`src/inc/ext_bus_defs.vh`:
```
// Constants for the external bus hold and chip-select block.
`ifndef EXT_BUS_DEFS_VH
`define EXT_BUS_DEFS_VH
`define NUM_CS 6
`define ADDR_W 24
`define CS0_RESET_BASE 24'hff2000
`define CS0_RESET_TOP 24'hff20ff
`define CS_DEFAULT_IDX 3'h5
`define HOLD_EN_BIT 7
`define PIN3_BIT 3
`define SYNC_IDLE 3'h7
`define WIN_SEL_RESET 8'h00
`define PORT_CFG_RESET 8'h00
`define CS_EMPTY_BASE 24'hffffff
`define CS_EMPTY_TOP 24'h000000
`define ST_BUS 2'h0
`define ST_FINISH 2'h1
`define ST_HELD 2'h2
`endif

```
`src/logic/ext_bus_hold_cs.v`:
```
// External bus hold handshake, chip-select decode and half-rate clock output.
// Functional notes
// - Bus request low while held with cycle pending.
// - Hold enable forces shared pin to request.
// - Pin configuration writes ignored while enabled.
// - Bus request never before hold acknowledge.
// - Bus request held until hold request released.
// - Clock out at half rate, even duty.
// - Chip select asserts for address in range.
// - Remap also selects on next range.
// - Unmatched address: no select, config five.
// - Chip select zero covers reset range.
// - Hold acknowledge low once bus released.
`timescale 1ns/1ps
`include "ext_bus_defs.vh"
module ext_bus_hold_cs #(
  parameter NCS = `NUM_CS,
  parameter AW = `ADDR_W
) (
  // Clock and reset.
  input wire mclk_i,
  input wire rst_i,
  // Hold protocol pins.
  input wire hold_req_n_i,
  output reg hold_ack_n_o,
  output reg bus_request_n_o,
  output reg bus_float_o,
  // Window select register write and shared port configuration.
  input wire win_sel_we_i,
  input wire [7:0] win_sel_wdata_i,
  output reg [7:0] window_select_reg_o,
  input wire port_cfg_we_i,
  input wire [7:0] port_cfg_wdata_i,
  output reg [7:0] port2_cfg_o,
  output reg port2_pin3_o,
  // Bus controller cycle interface.
  input wire cycle_pending_i,
  input wire cycle_active_i,
  input wire [AW-1:0] cycle_addr_i,
  // Chip-select range programming.
  input wire cs_we_i,
  input wire [2:0] cs_idx_i,
  input wire [AW-1:0] cs_base_i,
  input wire [AW-1:0] cs_top_i,
  input wire remap_en_i,
  // Chip-select and clock outputs.
  output reg [NCS-1:0] chip_select_n_o,
  output reg [2:0] bus_cfg_sel_o,
  output reg half_rate_clock_out_o
);
  reg [2:0] hold_sync_reg;
  reg [1:0] state_reg;
  reg [1:0] state_next;
  wire [NCS-1:0] hit;
  reg [NCS-1:0] sel;
  reg [2:0] cfg;
  reg hold_req;
  integer i;
  wire hold_en = window_select_reg_o[`HOLD_EN_BIT];
  // ----------------------------------------
  // Hold request synchroniser.
  // ----------------------------------------
  always @(posedge mclk_i) begin
    if (rst_i) begin
      hold_sync_reg <= `SYNC_IDLE;
      hold_req <= 1'b0;
    end else begin
      hold_sync_reg <= {hold_sync_reg[1:0], hold_req_n_i};
      if (hold_sync_reg[1] == hold_sync_reg[2]) begin
        hold_req <= ~hold_sync_reg[2];
      end
    end
  end
  // ----------------------------------------
  // Hold handshake state machine.
  // ----------------------------------------
  always @* begin
    state_next = state_reg;
    case (state_reg)
      `ST_BUS: begin
        if (hold_en && hold_req) begin
          state_next = `ST_FINISH;
        end
      end
      `ST_FINISH: begin
        if (!cycle_active_i) begin
          state_next = `ST_HELD;
        end
      end
      `ST_HELD: begin
        if (!hold_req) begin
          state_next = `ST_BUS;
        end
      end
      default: begin
        state_next = `ST_BUS;
      end
    endcase
  end
  always @(posedge mclk_i) begin
    if (rst_i) begin
      state_reg <= `ST_BUS;
      hold_ack_n_o <= 1'b1;
      bus_request_n_o <= 1'b1;
      bus_float_o <= 1'b0;
    end else begin
      state_reg <= state_next;
      hold_ack_n_o <= ~(state_next == `ST_HELD);
      bus_float_o <= (state_next == `ST_HELD);
      if (state_next != `ST_HELD) begin
        bus_request_n_o <= 1'b1;
      end else if (cycle_pending_i) begin
        bus_request_n_o <= 1'b0;
      end
    end
  end
  // ----------------------------------------
  // Window select and shared port pin.
  // ----------------------------------------
  always @(posedge mclk_i) begin
    if (rst_i) begin
      window_select_reg_o <= `WIN_SEL_RESET;
      port2_cfg_o <= `PORT_CFG_RESET;
      port2_pin3_o <= 1'b1;
    end else begin
      if (win_sel_we_i) begin
        window_select_reg_o <= win_sel_wdata_i;
      end
      if (port_cfg_we_i && !hold_en) begin
        port2_cfg_o <= port_cfg_wdata_i;
      end
      if (hold_en) begin
        port2_pin3_o <= (state_next == `ST_HELD && cycle_pending_i) ? 1'b0 :
          (state_next == `ST_HELD ? bus_request_n_o : 1'b1);
      end else begin
        port2_pin3_o <= port2_cfg_o[`PIN3_BIT];
      end
    end
  end
  // ----------------------------------------
  // Chip-select ranges and decode.
  // ----------------------------------------
  genvar g;
  generate
    for (g = 0; g < NCS; g = g + 1) begin : slot
      cs_range_slot #(
        .AW(AW),
        .RST_BASE(g == 0 ? `CS0_RESET_BASE : `CS_EMPTY_BASE),
        .RST_TOP(g == 0 ? `CS0_RESET_TOP : `CS_EMPTY_TOP)
      ) cs_range_slot_i (
        .mclk_i(mclk_i),
        .rst_i(rst_i),
        .we_i(cs_we_i && ({29'h0, cs_idx_i} == g)),
        .base_i(cs_base_i),
        .top_i(cs_top_i),
        .addr_i(cycle_addr_i),
        .hit_o(hit[g])
      );
    end
  endgenerate
  always @* begin
    cfg = `CS_DEFAULT_IDX;
    sel = hit;
    for (i = 0; i < NCS - 1; i = i + 1) begin
      if (remap_en_i) begin
        sel[i] = hit[i] | hit[i+1];
      end
    end
    for (i = NCS - 1; i >= 0; i = i - 1) begin
      if (hit[i]) begin
        cfg = i[2:0];
      end
    end
  end
  always @(posedge mclk_i) begin
    if (rst_i) begin
      chip_select_n_o <= {NCS{1'b1}};
      bus_cfg_sel_o <= `CS_DEFAULT_IDX;
      half_rate_clock_out_o <= 1'b0;
    end else begin
      chip_select_n_o <= (cycle_active_i && !bus_float_o) ? ~sel : {NCS{1'b1}};
      bus_cfg_sel_o <= cfg;
      half_rate_clock_out_o <= ~half_rate_clock_out_o;
    end
  end
endmodule

// ----------------------------------------
// One chip-select range slot.
// ----------------------------------------
module cs_range_slot #(
  parameter AW = `ADDR_W,
  parameter [AW-1:0] RST_BASE = `CS_EMPTY_BASE,
  parameter [AW-1:0] RST_TOP = `CS_EMPTY_TOP
) (
  // Clock and reset.
  input wire mclk_i,
  input wire rst_i,
  // Range programming.
  input wire we_i,
  input wire [AW-1:0] base_i,
  input wire [AW-1:0] top_i,
  // Address compare.
  input wire [AW-1:0] addr_i,
  output wire hit_o
);
  reg [AW-1:0] base_reg;
  reg [AW-1:0] top_reg;
  always @(posedge mclk_i) begin
    if (rst_i) begin
      base_reg <= RST_BASE;
      top_reg <= RST_TOP;
    end else if (we_i) begin
      base_reg <= base_i;
      top_reg <= top_i;
    end
  end
  assign hit_o = (addr_i >= base_reg) && (addr_i <= top_reg);
endmodule

```
`config.mk`:
```
export PLATFORM = sky130hd
export DESIGN_NAME = ext_bus_hold_cs
export DESIGN_NICKNAME = d
export VERILOG_FILES = /design/src/logic/ext_bus_hold_cs.v
export VERILOG_INCLUDE_DIRS = /design/src /design/src/inc
export SDC_FILE = /design/constraint.sdc
export NUM_CORES = 1
export LEC_CHECK = 0
export ABC_AREA = 1
export BUFFER_PORTS_ARGS = -buffer_cell sky130_fd_sc_hd__buf_4
export CORE_ASPECT_RATIO = 1.75
export CORE_MARGIN = 2
export CORE_UTILIZATION = 44
export CTS_BUF_LIST = sky130_fd_sc_hd__clkbuf_16
export DETAILED_ROUTE_END_ITERATION = 12
export GPL_ROUTABILITY_DRIVEN = 0
export MAX_ROUTING_LAYER = met4
export PLACE_DENSITY = 0.67
export SLEW_MARGIN = 20
export SYNTH_ARGS = -nofsm -noshare
export SYNTH_HDL_FRONTEND = slang
export SYNTH_SLANG_ARGS = --single-unit
```
`constraint.sdc`:
```
create_clock -name mclk_i -period 2.3 [get_ports mclk_i]
set_clock_uncertainty 0.1 [all_clocks]
set_input_delay 0.115 -clock mclk_i [delete_from_list [all_inputs] [get_ports mclk_i]]
set_output_delay 0.115 -clock mclk_i [all_outputs]
set_load 0.05 [all_outputs]
```
# Word level (Yosys, flattened, before mapping)
# Index checks and enable logic that the tools add are counted.
dict set report word_totals {
  inputBits 100
  regBits 324
}
dict set report op_classes {
  mux 17
  n_reduce_logical 23
  order_cmp 12
  eq_ne 10
  n_bitwise 10
}
# op n
set ops {}
lappend ops {{$ge A24 B24 Y1} 6}
lappend ops {{$le A24 B24 Y1} 6}
lappend ops {{$logic_and A1 B1 Y1} 16}
lappend ops {{$mux W3} 4}
lappend ops {{$mux W1} 9}
lappend ops {{$eq A3 B2 Y1 const B} 2}
lappend ops {{$eq A3 B3 Y1 const B} 2}
lappend ops {{$mux W2} 3}
lappend ops {{$not A6 Y6} 1}
lappend ops {{$pmux W2 S3} 1}
lappend ops {{$or A1 B1 Y1} 5}
lappend ops {{$eq A2 B2 Y1 const B} 2}
lappend ops {{$not A1 Y1} 4}
lappend ops {{$reduce_or A2 Y1} 2}
lappend ops {{$eq A3 B1 Y1 const B} 1}
lappend ops {{$logic_not A3 Y1} 1}
lappend ops {{$reduce_or A3 Y1} 1}
lappend ops {{$eq A2 B1 Y1 const B} 1}
lappend ops {{$logic_not A1 Y1} 2}
lappend ops {{$logic_not A2 Y1} 1}
lappend ops {{$ne A2 B2 Y1 const B} 1}
lappend ops {{$eq A1 B1 Y1} 1}

# Logic depth before layout (Yosys ltp)
# Gate-level depths: netlist (run 1).
dict set report depth {
  depth_word 7
  mapped_depth 17
  depth_no_buf 17
}

# Hierarchy
# From an unflattened synthesis (run 1), not the netlist that was laid out.
dict set report unflattened {
  hier_cells 2456
  hier_area_um2 18407.7
}
# mod cells_per_inst seq_area_each_um2 n_inst area_each_um2
set modules_own_cells {}
lappend modules_own_cells {{cs_range_slot (slot[1].cs_range_slot_i ...)} 383 960.9 5 2859.0}
lappend modules_own_cells {{cs_range_slot (slot[0].cs_range_slot_i)} 384 960.9 1 2870.3}
lappend modules_own_cells {ext_bus_hold_cs 157 720.7 1 1242.4}

# Worst setup path after synthesis (run 1)
# No wires, ideal clock.
dict set report synth_path {
  path_type {flip-flop to flip-flop}
  from {reg slot[2].cs_range_slot_i.top_reg[19]}
  to {reg chip_select_n_o[1]}
  path_stages_with_launch 13
  t_arrival_ps 1442
  setup_time_ps 130
  setup_slack_ps 628
  period_less_slack_ps 1672
  path_cell_list {dfxtp_1 -> inv_1 -> ha_1 -> nand2_1 -> inv_2 -> nand2_1 -> nor3_2 -> and2b_1 -> nand3_1 -> nand2_1 -> nand2_2 -> o21ai_0 -> nand2_1}
}
dict set report synth_via {
  elab_chain_cells 5
}
# element line_no
set synth_lines {}
lappend synth_lines {{start: declaration} ext_bus_hold_cs.v:208} ;# reg [AW-1:0] top_reg;
lappend synth_lines {{start signal: assignment} ext_bus_hold_cs.v:215} ;# top_reg <= top_i;
lappend synth_lines {{$le A24 B24 Y1} ext_bus_hold_cs.v:218} ;# assign hit_o = (addr_i >= base_reg) && (addr_i <= top_reg);
lappend synth_lines {{$logic_and A1 B1 Y1} ext_bus_hold_cs.v:218}
lappend synth_lines {{$or A1 B1 Y1} ext_bus_hold_cs.v:166} ;# sel[i] = hit[i] | hit[i+1];
lappend synth_lines {{$mux W1} ext_bus_hold_cs.v:165} ;# if (remap_en_i) begin
lappend synth_lines {{$not A6 Y6} ext_bus_hold_cs.v:181} ;# chip_select_n_o <= (cycle_active_i && !bus_float_o) ? ~sel : {NCS{1'b1}};
lappend synth_lines {{end signal: assignment} ext_bus_hold_cs.v:177} ;# chip_select_n_o <= {NCS{1'b1}};
lappend synth_lines {{end signal: assignment} ext_bus_hold_cs.v:181}
lappend synth_lines {{end: declaration} ext_bus_hold_cs.v:47} ;# output reg [NCS-1:0] chip_select_n_o,
# No other way between the ends.
# A chain may end at the register's enable or synchronous reset.

# Final worst setup path (run 1)
dict set report layout_path {
  from {reg slot[1].cs_range_slot_i.base_reg[15]}
  to {reg chip_select_n_o[0]}
}
dict set report layout_via {
  elab_chain_cells 5
}
# element line_no
set layout_lines {}
lappend layout_lines {{start: declaration} ext_bus_hold_cs.v:207} ;# reg [AW-1:0] base_reg;
lappend layout_lines {{start signal: assignment} ext_bus_hold_cs.v:214} ;# base_reg <= base_i;
lappend layout_lines {{$ge A24 B24 Y1} ext_bus_hold_cs.v:218}
lappend layout_lines {{$logic_and A1 B1 Y1} ext_bus_hold_cs.v:218}
lappend layout_lines {{$or A1 B1 Y1} ext_bus_hold_cs.v:166}
lappend layout_lines {{$mux W1} ext_bus_hold_cs.v:165}
lappend layout_lines {{$not A6 Y6} ext_bus_hold_cs.v:181}
# No other way between the ends.

==> flow_summary.yaml, run 1 <==
outcome:
  outcome: "finished, final reports clean"
flow_run:
  cap_violations: 0
route:
  firstDrtPassIters: 5
  drt_iter0_drc: 911
  via_count: 16400
  wl_per_cell_um: 17.0
  postRouteAntennaNets: 0
  routed_wl_mm: 53.3
  viasPerCell: 5.23
  drc_errors: 0
synthesis:
  syn-cell-area_um2: 18200
  yosysTopAreaCell: "dfxtp_1"
  synth-seq-cells: 324
  synthArstFlopShare: 0
  ys_top_cells_by_area: "dfxtp_1 36%, ha_1 20%, nand2_1 9.1%, inv_1 7.6%, a21oi_1 7.3%"
  syn_area_per_cell_um2: 7.69
  syn_inst: 2369
  synth_fp_nets: 2757
  synth_sequential_area_ratio: 0.356
  synthTopCellsByCount: "443 x nand2_1, 368 x inv_1, 324 x dfxtp_1, 288 x ha_1, 266 x a21oi_1"
  yosysWarningCount: 0
  yosysUniqueCellTypes: 32
  yosysMostFrequentCell: "nand2_1"
  synth-edff-count: 0
  synth_flop_cell: "dfxtp_1"
  synth_top_area_frac: 0.356
die:
  io_pins: 130
  start_util: 0.446
  fp-row-count: 98
  core_um2: 40800
  die_area_um2: 43100
  die_w_um: 158
  die_h_um: 273
global_route:
  grt_pass1_vias: 16000
  grt_max_degree: 87
  antenna_found_initial: 2
  grt_overflow_total: 0
  grt_first_pass_wirelength_mm: 83.9
  grt_use_total: 0.255
layout:
  final_nets: 2947
  fillers: 3861
  layout-drive-gt1-share: 0.0871
  synthToLayoutAreaGrowth_pct: 18.8
  regArea_um2: 6490
  multi_input_area_um2: 9840
clocking:
  cts_buffer_depth: 3
  cts_sinks: 324
  cts_buffers: 34
  clockRootBuffer: "clkbuf_16"
  clk_pin_slew_worst_paths_ps: 60
  clock_latency_ps: 530
  htreeDepth: 2
  tritoncts: "built"
setup_path:
  critical_path_depth: 11
  reg2reg_depth: 11
  cp.required_ps: 2600
  crit_end: "chip_select_n_o[0]"
  crit_top_cell: "nand2_1"
  rrSetupSlack_ps: 100
  crit_family: "simple AND/OR/NAND/NOR gates"
  critical_path_class: "flop to flop"
  r2r_end: "chip_select_n_o[0]"
  arrival_ps: 2500
  critPathMaxFanout: 3
  r2r_start: "slot[1].cs_range_slot_i.base_reg[15]"
  cp-startpoint: "slot[1].cs_range_slot_i.base_reg[15]"
  critPathSlowestCell: "dfxtp_1"
  worstPathCellList: "inv_1 -> ha_1 -> nand2_1 -> nor2_1 -> nand4_1 -> nor2_1 -> nand2_1 -> nand4_1 -> nand2_1 -> o21ai_1 -> nand2_1"
  max_stage_delay_ps: 310
  critPathBufInv: 1
  end_kind: "flop"
  start_kind: "flop"
timing:
  hold_viol: 0
  fmax_mhz: 454
  holdWs_ps: 45.3
  post-route-period-util: 0.958
  rsz0062_at_grt: "yes"
  period_needed_ps: 2200
  tightest_slew_ps: 855
  drv_slew: 0
  setup_viol: 0
  relSlewSlack: 0.430
placed_design:
  place.detailed.hpwl_mm: 37.9
  io_buffers: 129
pwr:
  p_leak_nw: 10.4
  peakVddDrop_mv: 0.582
  power_density_nw_per_um2: 611
  p_total_mw: 13.2
worst_hold_path:
  hp-class: "input port to flop"
==> worst min-delay path, delay by kind of cell <==
family,cells,cell delay [ps]
compound gates,1,210
buf+inv,1,80
simple gates,2,210
==> power breakdown <==
group	internal [mW]	switching [mW]	total (mW)	leakage, nW
Clock	2.89	2.34	5.23	0.533
Combinational	0.803	1.31	2.11	7.27
Sequential	5.82	0.0637	5.88	2.64
==> layout by cell type (no fill, tap or decap), drive strengths merged <==
cell type / count
dfxtp: 324
nand4: 26
diode: 2
dlygate4sd3: 94
o21a: 17
nor2: 138
nand2: 444
o21ai: 194
o211ai: 140
a21oi: 266
o21bai: 4
clkinv: 18
inv: 384
buf: 154
o22ai: 2
ha: 288
and2b: 1
clkinvlp: 1
or2: 2
a21o: 3
and2: 1
a31oi: 2
nand3: 37
nor3: 7
clkbuf: 37
==> metal layers <==
metal,GRT usage,routed length (um)
met2,0.454,27200
met1,0.274,21200
met3,0.0302,1880
met4,0.134,3050
met5,-,0
==> worst min-delay path by stage <==
| stage | from | endpoint | cells past startpoint |
|---|---|---|---|
| 2_1_floorplan | cycle_pending_i | bus_request_n_o | 1 |
| 3_3_place_gp | hold_req_n_i | hold_sync_reg[0] | 2 |
| 3_5_place_dp | hold_req_n_i | hold_sync_reg[0] | 2 |
| 4_1_cts | port_cfg_we_i | port2_cfg_o[5] | 4 |
| 5_1_grt | port_cfg_we_i | port2_cfg_o[0] | 4 |
| 6_report | port_cfg_we_i | port2_cfg_o[0] | 4 |
==> per-stage QoR <==
stage / util / cells / worst slack, ps / TNS [ps] / instance area [um^2]
after floorplan: - / 2369 / 628 / 0 / 18200
after global placement: 0.481 / 2977 / -7.95 / -7.95 / 19600
after detailed placement: 0.481 / 2977 / -41.4 / -53.1 / 19600
after CTS: 0.529 / 3132 / 68.0 / 0 / 21600
after global routing: 0.530 / 3136 / -4.42 / -7.13 / 21600
final: 0.530 / 3136 / 97.7 / 0 / 21600
==> kinds of logic after synthesis <==
logic type | synth area share
buf+inv | 0.106
fa+ha+maj | 0.198
compound gates | 0.195
flops | 0.356
simple gates | 0.145
==> timing repair <==
action,4_1_cts,5_1_grt
hold buffers,94,0
setup endpoints to repair,2,4
buffers inserted,0,2
gates resized for setup,1,6
pin swaps,1,8
endpoints found under the hold margin,320,0
==> layout make-up <==
type | count | area share
antenna | 2 | 0.000231
sequential | 324 | 0.300
tap | 550 | 0.0318
multi-input combinational | 1572 | 0.455
clock buffer | 37 | 0.0428
inverter | 379 | 0.0661
clock inverter | 24 | 0.00480
timing repair buffer | 248 | 0.0998
(Power assumes the default switching activity.)
==> run 2, diff against run 1 <==
--- a/config.mk
+++ b/config.mk
@@ -11,7 +11,6 @@
 export CORE_ASPECT_RATIO = 1.75
 export CORE_MARGIN = 2
 export CORE_UTILIZATION = 44
-export CTS_BUF_LIST = sky130_fd_sc_hd__clkbuf_16
 export DETAILED_ROUTE_END_ITERATION = 12
 export GPL_ROUTABILITY_DRIVEN = 0
 export MAX_ROUTING_LAYER = met4
==> run 2 against run 1 <==
  * Sequential share of layout area shrank 0.12 points
  * Core utilization grew 0.22 points
  * Largest cell class unchanged
  * Setup slack got worse by 20 ps
  * Non-clock buffer count stayed put
  * Power is 2.5% higher
  * Largest power group unchanged
  * Via count up 0.20%
  * Cell count unchanged
  * Global-route usage barely moved
  * Sequential power hardly changed
  * Maximum frequency down 0.90%
  * Worst hold slack improved by 16 ps
==> flow_summary.yaml, run 2 (synthesis results as in run 1) <==
outcome:
  outcome: "finished, final reports clean"
placed_design:
  place.detailed.hpwl_mm: 37.9
  io_buffers: 129
  dp.cells: 2977
  place_area_um2: 19600
  place_ws_ps: -41.4
timing:
  setup_viol: 0
  hold_viol: 0
  period_needed_ps: 2220
  worst_slack_ps: 77.7
  drv_slew: 0
  tightest_slew_ps: 862
  setup_tns_ps: 0
  fmax_mhz: 450
  holdWs_ps: 61.6
  post-route-period-util: 0.966
  relSlewSlack: 0.425
  rsz0062_at_grt: "yes"
pwr:
  p_sw_mw: 3.71
  seq_power_share: 0.434
  switching_share: 0.274
  power_density_nw_per_um2: 624
  p_leak_nw: 10.5
  p_comb_frac: 0.156
  peakVddDrop_mv: 0.631
  internal-power_mw: 9.84
  pwr-share-clk: 0.410
  p_total_mw: 13.6
route:
  routed_wl_mm: 53.3
  postRouteAntennaNets: 0
  via_count: 16400
  drc_errors: 0
  wl_per_cell_um: 17.0
  viasPerCell: 5.24
  firstDrtPassIters: 5
  drt_iter0_drc: 884
clocking:
  clk_pin_slew_worst_paths_ps: 60
  clockRootBuffer: "clkbuf_16"
  clock_latency_ps: 520
  cts_sinks: 324
  cts_buffer_depth: 3
  cts_buffers: 34
  tritoncts: "built"
  htreeDepth: 2
setup_path:
  end_kind: "flop"
  critPathMaxFanout: 3
  rrSetupSlack_ps: 80
  arrival_ps: 2520
  critical_path_class: "flop to flop"
  start_kind: "flop"
  cp.required_ps: 2600
  worstPathCellList: "inv_1 -> ha_1 -> nand2_1 -> nor2_1 -> nand4_1 -> nor2_1 -> nand2_1 -> nand4_1 -> nand2_1 -> o21ai_1 -> nand2_1"
  reg2reg_depth: 11
  critPathSlowestCell: "dfxtp_1"
  max_stage_delay_ps: 310
  crit_top_cell: "nand2_1"
layout:
  design_area_um2: 21700
  final_nets: 2947
  synthToLayoutAreaGrowth_pct: 19.3
  layout_common_cells: "442 x nand2_1, 367 x inv_1, 324 x dfxtp_1, 287 x ha_1, 266 x a21oi_1"
  layout_commonest_cell: "nand2_1"
  fin_util: 0.532
  fin_cells: 3136
  layout-drive-gt1-share: 0.0906
global_route:
  grt_overflow_total: 0
  grt_first_pass_wirelength_mm: 83.9
  grt_pass1_vias: 16000
  grt_max_degree: 87
  antenna_found_initial: 2
  grt_use_total: 0.256
worst_hold_path:
  whs_path_depth: 4
  hp-class: "input port to flop"
die:
  io_pins: 130
  die_area_um2: 43100
  start_util: 0.446
  core_um2: 40800
  die_h_um: 273
  die_w_um: 158
  fp-row-count: 98
flow_run:
  cap_violations: 0
==> run 2: changes by cell type in the layout (fill, tap and decap cells not counted) <==
cell,delta
clkbuf_1,+6
inv_1,-6
clkinv_1,-9
clkbuf_8,+9
==> run 2: layout make-up <==
class | instances | area, um^2
Clock buffer | 52 | 1070
Antenna cell | 2 | 5.00
Clock inverter | 9 | 47.5
Multi-Input combinational cell | 1572 | 9840
Sequential cell | 324 | 6490
Fill cell | 3834 | 19100
Inverter | 379 | 1430
Tap cell | 550 | 688
Timing Repair Buffer | 248 | 2160
==> run 2: final timing paths <==
check / startpoint / endpoint
hold reg to reg: hold_sync_reg[0] / hold_sync_reg[1]
hold / removal: port_cfg_we_i / port2_cfg_o[0]
setup / recovery: slot[1].cs_range_slot_i.base_reg[15] / chip_select_n_o[0]
setup reg to reg: slot[1].cs_range_slot_i.base_reg[15] / chip_select_n_o[0]
==> run 2: power by group through the flow <==
stage,sequential (mW),combinational (mW),clock (mW)
after floorplan,6.08,1.09,0
after global placement,6.00,1.88,0
after CTS,5.88,2.09,5.66
final,5.88,2.11,5.56
after global routing,5.90,2.37,5.88
after detailed placement,6.00,1.95,0
==> run 2: repair_timing <==
| item | CTS | global route |
|---|---|---|
| buffers inserted | 0 | 2 |
| pin swaps | 1 | 8 |
| gates resized for setup | 1 | 6 |
| hold buffers | 94 | 0 |
| hold endpoints to repair | 320 | 0 |
| setup endpoints to repair | 2 | 4 |
==> run 2: layer usage <==
layer / part of all wire / global-route usage / vias up
met3: 0.039 / 0.0306 / 126
li1: - / - / 8251
met2: 0.51 / 0.455 / 412
met4: 0.058 / 0.135 / 0
met5: 0 / - / -
met1: 0.39 / 0.274 / 7634
==> run 2: worst max-delay path, delay by kind of cell (launching register included) <==
| family | cells | cell delay [ps] |
|---|---|---|
| compound gates | 1 | 170 |
| buf+inv | 1 | 50 |
| flops | 1 | 310 |
| fa+ha+maj | 1 | 280 |
| simple gates | 8 | 1170 |
